<file path="config.mk">
export PLATFORM = sky130hd
export DESIGN_NAME = ebb_bus
export DESIGN_NICKNAME = d
export VERILOG_FILES = /design/src/ebb_pkg.sv /design/src/ebb_bus.sv
export VERILOG_INCLUDE_DIRS = /design/src /design/src/src
export SDC_FILE = /design/constraint.sdc
export NUM_CORES = 1
export LEC_CHECK = 0
export BUFFER_PORTS_ARGS = -buffer_cell sky130_fd_sc_hd__buf_2
export CAP_MARGIN = 20
export CORE_MARGIN = 8
export CORE_UTILIZATION = 30
export DETAILED_ROUTE_END_ITERATION = 6
export HOLD_SLACK_MARGIN = 0.12
export PLACE_DENSITY = 0.45
export SLEW_MARGIN = 20
export SYNTH_ARGS = -nofsm -noshare
export SYNTH_HDL_FRONTEND = slang
export SYNTH_SLANG_ARGS = --single-unit
</file>
<file path="constraint.sdc">
create_clock -name ref_clk -period 4.4 [get_ports ref_clk]
set_input_delay 0.88 -clock ref_clk [delete_from_list [all_inputs] [get_ports ref_clk]]
set_output_delay 0.88 -clock ref_clk [all_outputs]
set_load 0.005 [all_outputs]
</file>
<file path="src/ebb_cfg.svh">
// constants for the external byte-lane bus controller
// assumes inclusion by ebb_pkg and ebb_bus only
`ifndef EBB_CFG_SVH
`define EBB_CFG_SVH
`define EBB_ADDR_W     20
`define EBB_DATA_W     16
`define EBB_FIFO_DEPTH 16
`define EBB_BURST_MIN  5'h02
`define EBB_BURST_MAX  5'h10
`define EBB_CLK_NS     20
`endif

</file>
<file path="src/ebb_pkg.sv">
// types for the external byte-lane bus controller
// assumes ebb_cfg.svh is on the include path
`include "ebb_cfg.svh"
package ebb_pkg;
  typedef enum logic [1:0] {
    EBB_IDLE   = 2'b00,
    EBB_SETUP  = 2'b01,
    EBB_STROBE = 2'b10,
    EBB_HOLD   = 2'b11
  } ebb_state_e;
  typedef logic [`EBB_ADDR_W-1:0] ebb_addr_t;
  typedef logic [`EBB_DATA_W-1:0] ebb_data_t;
endpackage

</file>
<file path="src/ebb_bus.sv">
// read-data fifo and external demultiplexed bus controller with byte lanes and burst fetch
// assumes one 50 MHz clock; bus pins come from outside and are synchronised here
// Behaviour
// - 16-bit bus single byte write drives only one lane strobe
// - 8-bit bus drives the low lane strobe on every access
// - 8-bit bus never drives the high lane strobe
// - code fetches are bursts of 2 to 16 bytes
// - 16-bit burst fetch steps address bits 3..1 per word
// - 8-bit burst fetch steps address bits 3..0 per byte
// - read and fetch data captured at bus clock rising edge
// - wait input sampled at bus clock rising edge
// - data read keeps address bits above 0 held after strobes rise
`timescale 1ns/1ps
`include "ebb_cfg.svh"

module ebb_fifo #(
  parameter int W     = `EBB_DATA_W,
  parameter int DEPTH = `EBB_FIFO_DEPTH
) (
  input  wire logic         ref_clk,
  input  wire logic         resetn,
  input  wire logic         in_valid,
  output logic              in_ready,
  input  wire logic [W-1:0] in_data,
  output logic              out_valid,
  input  wire logic         out_ready,
  output logic [W-1:0]      out_data
);
  localparam int AW = $clog2(DEPTH);
  logic [W-1:0] mem [DEPTH];
  logic [AW:0]  wr_q, wr_d, rd_q, rd_d;

  assign in_ready  = (wr_q[AW-1:0] != rd_q[AW-1:0]) || (wr_q[AW] == rd_q[AW]);
  assign out_valid = wr_q != rd_q;
  assign out_data  = mem[rd_q[AW-1:0]];

  always_comb begin
    wr_d = wr_q;
    rd_d = rd_q;
    if (in_valid && in_ready) begin
      wr_d = wr_q + (AW+1)'(1);
    end
    if (out_valid && out_ready) begin
      rd_d = rd_q + (AW+1)'(1);
    end
  end

  always_ff @(posedge ref_clk or negedge resetn) begin
    if (!resetn) begin
      wr_q <= '0;
      rd_q <= '0;
    end else begin
      wr_q <= wr_d;
      rd_q <= rd_d;
    end
  end

  always_ff @(posedge ref_clk) begin
    if (in_valid && in_ready) begin
      mem[wr_q[AW-1:0]] <= in_data;
    end
  end
endmodule

module ebb_bus #(
  parameter int FIFO_DEPTH = `EBB_FIFO_DEPTH
) (
  input  wire logic            ref_clk,
  input  wire logic            resetn,
  input  wire logic            bus_is_16,
  input  wire logic            req_valid,
  output logic                 req_ready,
  input  wire logic            req_write,
  input  wire logic            req_fetch,
  input  wire logic            req_word,
  input  wire logic [4:0]      req_len,
  input  wire ebb_pkg::ebb_addr_t req_addr,
  input  wire ebb_pkg::ebb_data_t req_wdata,
  output logic                 rd_valid,
  input  wire logic            rd_ready,
  output ebb_pkg::ebb_data_t   rd_data,
  output logic                 bus_clock_out,
  output ebb_pkg::ebb_addr_t   addr_out,
  output logic                 cs_n,
  output logic                 oe_n,
  output logic                 we_n,
  output logic                 low_byte_strobe_n,
  output logic                 high_byte_strobe_n,
  output ebb_pkg::ebb_data_t   data_out,
  output logic                 data_oe,
  input  wire ebb_pkg::ebb_data_t data_in,
  input  wire logic            bus_wait
);
  import ebb_pkg::*;

  ebb_state_e st_q, st_d;
  ebb_addr_t  addr_q, addr_d;
  ebb_data_t  wdata_q, wdata_d;
  logic       clk_q;
  logic       wr_q, wr_d, fetch_q, fetch_d, word_q, word_d, b16_q, b16_d;
  logic [4:0] beats_q, beats_d, bi_q, bi_d;
  logic       wait_m_q, wait_s_q;
  ebb_data_t  din_m_q, din_s_q;
  logic       tick, push, fifo_in_ready;
  logic [4:0] len_c;

  // tick marks the ref_clk edge at which bus_clock_out rises
  assign tick          = !clk_q;
  assign bus_clock_out = clk_q;
  assign req_ready     = st_q == EBB_IDLE && tick;
  // data seen at the bus clock rise ending the strobe reaches din_s_q one edge later, in time for the push at the next rise
  assign push          = st_q == EBB_HOLD && tick && !wr_q && fifo_in_ready;
  assign len_c         = req_len < `EBB_BURST_MIN ? `EBB_BURST_MIN :
                         req_len > `EBB_BURST_MAX ? `EBB_BURST_MAX : req_len;

  always_ff @(posedge ref_clk or negedge resetn) begin
    if (!resetn) begin
      wait_m_q <= 1'b0;
      wait_s_q <= 1'b0;
      din_m_q  <= '0;
      din_s_q  <= '0;
      clk_q    <= 1'b0;
    end else begin
      wait_m_q <= bus_wait;
      wait_s_q <= wait_m_q;
      din_m_q  <= data_in;
      din_s_q  <= din_m_q;
      clk_q    <= !clk_q;
    end
  end

  always_comb begin
    st_d    = st_q;
    addr_d  = addr_q;
    wdata_d = wdata_q;
    wr_d    = wr_q;
    fetch_d = fetch_q;
    word_d  = word_q;
    b16_d   = b16_q;
    beats_d = beats_q;
    bi_d    = bi_q;
    if (tick) begin
      unique case (st_q)
        EBB_IDLE: begin
          if (req_valid) begin
            st_d    = EBB_SETUP;
            addr_d  = req_addr;
            wdata_d = req_wdata;
            wr_d    = req_write && !req_fetch;
            fetch_d = req_fetch;
            word_d  = req_word || req_fetch;
            b16_d   = bus_is_16;
            bi_d    = 5'h00;
            if (req_fetch) begin
              beats_d = bus_is_16 ? 5'((len_c + 5'h01) >> 1) : len_c;
            end else begin
              beats_d = (req_word && !bus_is_16) ? 5'h02 : 5'h01;
            end
          end
        end
        EBB_SETUP: st_d = EBB_STROBE;
        EBB_STROBE: begin
          // stay while the slave asks for wait or, on a read, the fifo has no room
          if (!wait_s_q && (wr_q || fifo_in_ready)) begin
            st_d = EBB_HOLD;
          end
        end
        EBB_HOLD: begin
          // address stepped only on leaving hold so it holds after the strobes rise
          if (bi_q + 5'h01 < beats_q) begin
            st_d = EBB_SETUP;
            bi_d = bi_q + 5'h01;
            if (b16_q) begin
              addr_d = {addr_q[19:4], addr_q[3:1] + 3'h1, addr_q[0]};
            end else begin
              addr_d = {addr_q[19:4], addr_q[3:0] + 4'h1};
            end
          end else begin
            st_d = EBB_IDLE;
          end
        end
      endcase
    end
  end

  always_ff @(posedge ref_clk or negedge resetn) begin
    if (!resetn) begin
      st_q    <= EBB_IDLE;
      addr_q  <= '0;
      wdata_q <= '0;
      wr_q    <= 1'b0;
      fetch_q <= 1'b0;
      word_q  <= 1'b0;
      b16_q   <= 1'b0;
      beats_q <= 5'h00;
      bi_q    <= 5'h00;
    end else begin
      st_q    <= st_d;
      addr_q  <= addr_d;
      wdata_q <= wdata_d;
      wr_q    <= wr_d;
      fetch_q <= fetch_d;
      word_q  <= word_d;
      b16_q   <= b16_d;
      beats_q <= beats_d;
      bi_q    <= bi_d;
    end
  end

  logic strobe_on;
  assign strobe_on          = st_q == EBB_STROBE;
  assign addr_out           = addr_q;
  assign cs_n               = !(st_q == EBB_SETUP || strobe_on);
  assign oe_n               = !(strobe_on && !wr_q);
  assign we_n               = !(strobe_on && wr_q);
  // wide bus: even byte on low lane, odd byte on high lane, word on both
  assign low_byte_strobe_n  = !(strobe_on && (!b16_q || word_q || !addr_q[0]));
  assign high_byte_strobe_n = !(strobe_on && b16_q && (word_q || addr_q[0]));
  assign data_oe            = wr_q && st_q != EBB_IDLE;
  assign data_out           = !b16_q ? {8'h00, (bi_q[0] ? wdata_q[15:8] : wdata_q[7:0])} :
                              (!word_q && addr_q[0]) ? {wdata_q[7:0], 8'h00} : wdata_q;

  ebb_fifo #(.W(`EBB_DATA_W), .DEPTH(FIFO_DEPTH)) u_fifo (
    .ref_clk   (ref_clk),
    .resetn    (resetn),
    .in_valid  (push),
    .in_ready  (fifo_in_ready),
    .in_data   (din_s_q),
    .out_valid (rd_valid),
    .out_ready (rd_ready),
    .out_data  (rd_data)
  );

  single_byte_lane_a: assert property (@(posedge ref_clk) disable iff (!resetn)
    (strobe_on && b16_q && wr_q && !word_q) |-> (low_byte_strobe_n != high_byte_strobe_n))
    else $error("both lanes on single byte write");
  low_lane_8_a: assert property (@(posedge ref_clk) disable iff (!resetn)
    (!b16_q && !cs_n && !oe_n || !b16_q && !we_n) |-> !low_byte_strobe_n)
    else $error("low lane missing on narrow bus");
  no_high_8_a: assert property (@(posedge ref_clk) disable iff (!resetn)
    !b16_q |-> high_byte_strobe_n)
    else $error("high lane on narrow bus");
  no_early_drive_a: assert property (@(posedge ref_clk) disable iff (!resetn)
    !oe_n |-> !data_oe)
    else $error("device drives data during read");
  burst_len_a: assert property (@(posedge ref_clk) disable iff (!resetn)
    (fetch_q && st_q != EBB_IDLE) |-> (b16_q ? (beats_q >= 5'h01 && beats_q <= 5'h08)
                                             : (beats_q >= 5'h02 && beats_q <= 5'h10)))
    else $error("fetch burst length out of range");
  addr_step16_a: assert property (@(posedge ref_clk) disable iff (!resetn)
    (st_q == EBB_SETUP && $past(st_q) == EBB_HOLD && b16_q) |->
      (addr_q[3:1] == $past(addr_q[3:1]) + 3'h1 && addr_q[19:4] == $past(addr_q[19:4])
       && addr_q[0] == $past(addr_q[0])))
    else $error("wide burst step wrong");
  addr_step8_a: assert property (@(posedge ref_clk) disable iff (!resetn)
    (st_q == EBB_SETUP && $past(st_q) == EBB_HOLD && !b16_q) |->
      (addr_q[3:0] == $past(addr_q[3:0]) + 4'h1 && addr_q[19:4] == $past(addr_q[19:4])))
    else $error("narrow burst step wrong");
  capture_edge_a: assert property (@(posedge ref_clk) disable iff (!resetn)
    push |-> (tick && !$past(oe_n, 2) && $past(tick, 2)))
    else $error("capture off the bus clock rise");
  wait_stall_a: assert property (@(posedge ref_clk) disable iff (!resetn)
    (strobe_on && tick && wait_s_q) |=> strobe_on [*2])
    else $error("wait not honoured");
  read_addr_hold_a: assert property (@(posedge ref_clk) disable iff (!resetn)
    (st_q == EBB_HOLD && !fetch_q && !wr_q) |-> $stable(addr_q[19:1]))
    else $error("read address not held");
  even_low_lane_a: assert property (@(posedge ref_clk) disable iff (!resetn)
    (strobe_on && b16_q && !word_q) |-> (low_byte_strobe_n == addr_q[0]))
    else $error("lane does not match address parity");
endmodule

</file>
==> metrics.log <==
INFO  metric finish.net_count = 1,023
INFO  metric power.leakage = 0.00622 uW
INFO  metric post_cts_resize_count = 0
INFO  metric critical_path_class = register to primary output
INFO  metric cp_data_required_time = 3.52 ns
INFO  metric synthesis.area_per_instance = 17.9 sq um
INFO  metric hold_path_class = register to register
INFO  metric place.gp.congestion = 0.724
INFO  metric drv.max_cap_violation_count = 0
INFO  metric final_min_period_over_clock_period = 86.0%
INFO  metric postCtsHoldBufs = 0
INFO  metric synthesis.area = 14,100 sq um
INFO  metric core_area = 46,500 sq um
INFO  metric area_delta_synth_final = 19.7%
INFO  metric setup-violations-final = 0
INFO  metric clk-insertion-delay-late = 0.55 ns
INFO  metric synth.distinct_cells = 55
INFO  metric floorplan.die.width = 233 um
INFO  metric grt_pass1_wl = 51,100 um
INFO  metric period_minus_slack = 3.78 ns
INFO  metric seq_area_frac_synth = 71.5%
INFO  metric drc_errors = 0
INFO  metric floorplan.initialDensity = 30.4%
INFO  metric synth_top_flop_cell = edfxtp_1
INFO  metric seqCellArea = 10,100 sq um
INFO  metric synth_edf_count = 256
INFO  metric fp.dieH = 233 um
INFO  metric postSynthCellCount = 789
INFO  metric route.vias.total = 7,377
INFO  metric synth.net_count = 871
INFO  metric place_hpwl = 20,400 um
INFO  metric cts_tree = done
INFO  metric first_pass_iteration_count_of_the_detailed_router = 6
INFO  metric fp-row-count = 79
INFO  metric portBuffers = 126
INFO  metric async_flop_share = 27.3%
INFO  metric synthDominantAreaCellType = edfxtp_1
INFO  metric clk_transition_reported_paths = 0.06 ns
INFO  metric cts-root-to-sink-buffers = 3
INFO  metric power.density_cell_area = 622 nW/um^2
INFO  metric clock_sink_count = 352
INFO  metric postRouteWirelength = 33,500 um
INFO  metric drtIter0Drc = 455
INFO  metric status = finished, final reports clean
INFO  metric maximum_frequency_from_static_timing_analysis = 0.264 GHz
INFO  metric io_pins = 127
INFO  metric final_layout_size_suffix_gt1_share = 32.2%
INFO  metric ys_top_cells_by_area = edfxtp_1 (55%), dfrtp_1 (17%), mux4_2 (10%), mux2i_1 (2.0%), mux2_2 (1.9%)
INFO  metric htreeDepth = 2
INFO  metric grt_max_degree = 56
INFO  metric max-slew-margin-rel = 40.5%
INFO  metric antenna_found_initial = 8
INFO  metric timing_max_transition_violations_final = 0
INFO  metric worstSetupEndpointType = primary output
INFO  metric post-cts-setup-buffer-count = 0
INFO  metric ctsRootBufferMaster = clkbuf_16
INFO  metric fp.dieArea = 54,200 sq um
INFO  metric gr_util_all_layers = 12.5%
INFO  metric setup_repair_after_global_routing_missed_its_margin = false
INFO  metric crit_path_max_fanout = 26
INFO  metric tightest_slew = 0.892 ns
INFO  metric synth_commonest_cells = edfxtp_1 (256), dfrtp_1 (96), mux4_2 (64), nand2_1 (45), mux2i_1 (28)
INFO  metric clock-skew-final = 0.0154 ns
INFO  metric startpoint_type = register
INFO  metric layout.filler_cells = 4,430
INFO  metric post_drt_wl_per_cell = 21.2 um
INFO  metric yosys_register_bits = 352
INFO  metric setup-tns-final = 0 ns
INFO  metric first_global_vias = 8,099
INFO  metric ir_drop = 0.312 mV
INFO  metric global_route.overflow_total = 0
INFO  metric yosys.cell_count.top_type = edfxtp_1
INFO  metric arrival = 2.90 ns
INFO  metric finalHoldViolations = 0
INFO  metric synth_top_area_share = 54.5%
INFO  metric multiInputGateArea = 3740 sq um
INFO  metric vias_per_cell = 4.66
INFO  metric whs = 0.346 ns
INFO  metric cts_made_buffers = 41
INFO  metric yosysWarningCount = 0
INFO  metric ant_nets = 0
## final cells by class
type / count / share of cell area [%]
repair buffers: 153 / 5.02
clock buffers: 55 / 6.93
inverters: 15 / 0.333
flip-flops and latches: 352 / 59.8
well taps: 607 / 4.50
multi-input cells: 378 / 22.2
diodes: 3 / 0.0445
clock inverters: 21 / 1.24
## routing by layer
metal / track usage, % / vias up / wire, um
li1: - / 3370 / -
met4: 3.26 / 10 / 658
met1: 16.4 / 3759 / 15000
met2: 19.9 / 181 / 15500
met3: 4.10 / 57 / 2280
met5: 0 / - / 62
## report_power, final
part	leakage (uW)	switching, uW	internal [uW]	total [uW]
Sequential	0.00345	424	3910	4330
Combinational	0.00211	1310	1410	2730
Clock	0.000664	1350	2100	3450
## worst max-delay path, stage by stage, from the launching register on
cell and delay (ns):
dfrtp_4 0.77, buf_4 0.45, mux4_2 0.54, nor2b_1 0.14, a211oi_1 0.22, a21oi_1 0.06, buf_2 0.15
## logic make-up (layout without fill, tap and decap cells)
logic type	Yosys count	in the layout	share of synthesized area (%)
DFF	352	352	71.5
and+or+nand+nor	128	128	4.73
muxes	126	126	14.9
AOI/OAI and AO/OA	89	89	4.23
buffers and inverters	59	244	1.99
xor gates and xnor gates	19	19	1.18
adders and majority gates	16	16	1.42
other	0	3	0
## layout by cell type (no fill, tap or decap), types with 14 or more instances in the layout
master / synthesis / layout
edfxtp_1: 256 / 256
buf_2: 12 / 125
dfrtp_1: 96 / 93
mux4_2: 64 / 64
nand2_1: 45 / 45
clkbuf_16: 0 / 43
mux2i_1: 28 / 28
buf_4: 7 / 27
mux2_2: 24 / 24
nor2b_1: 21 / 21
nor2_1: 20 / 20
a21oi_1: 20 / 20
a211oi_1: 18 / 18
ha_1: 16 / 16
inv_1: 15 / 15
o21ai_0: 15 / 15
and3_1: 15 / 14
## state kept, by name, indices dropped and copies added, names as in the netlist, 5 cells and up
| register | cells |
|---|---|
| addr_out | 20 |
| wdata_q | 16 |
| u_fifo.mem | 256 |
| bi_q | 5 |
| beats_q | 5 |
| u_fifo.rd_q | 5 |
| din_s_q | 16 |
| din_m_q | 16 |
| u_fifo.wr_q | 5 |
## path summary, 6_finish.rpt
| kind | from | end | slack [ns] | depth (start not counted) |
|---|---|---|---|---|
| max | u_fifo.rd_q[0] | rd_data[7] | 0.62 | 6 |
| min | din_m_q[2] | din_s_q[2] | 0.35 | 0 |
| max reg2reg | st_q[1] | u_fifo.mem[9][12] | 1.43 | 6 |
| min reg2reg | din_m_q[2] | din_s_q[2] | 0.35 | 0 |
| max in group asynchronous | resetn | din_s_q[0] | 3.13 | 2 |
| min in group asynchronous | resetn | wdata_q[1] | 0.37 | 1 |
## per-stage QoR
| stage | cells | utilization (%) | instance area, sq um | setup WS [ns] | power, uW |
|---|---|---|---|---|---|
| floorplan | 789 | - | 14100 | 1.62 | 6200 |
| global placement | 1505 | 33.4 | 15500 | 1.10 | 7210 |
| detailed placement | 1505 | 33.4 | 15500 | 1.09 | 7220 |
| CTS | 1581 | 36.3 | 16900 | 0.489 | 10700 |
| global route | 1581 | 36.3 | 16900 | 0.352 | 11100 |
| finish | 1584 | 36.4 | 16900 | 0.617 | 10500 |
Note: power is estimated with default switching activity, not from simulation.
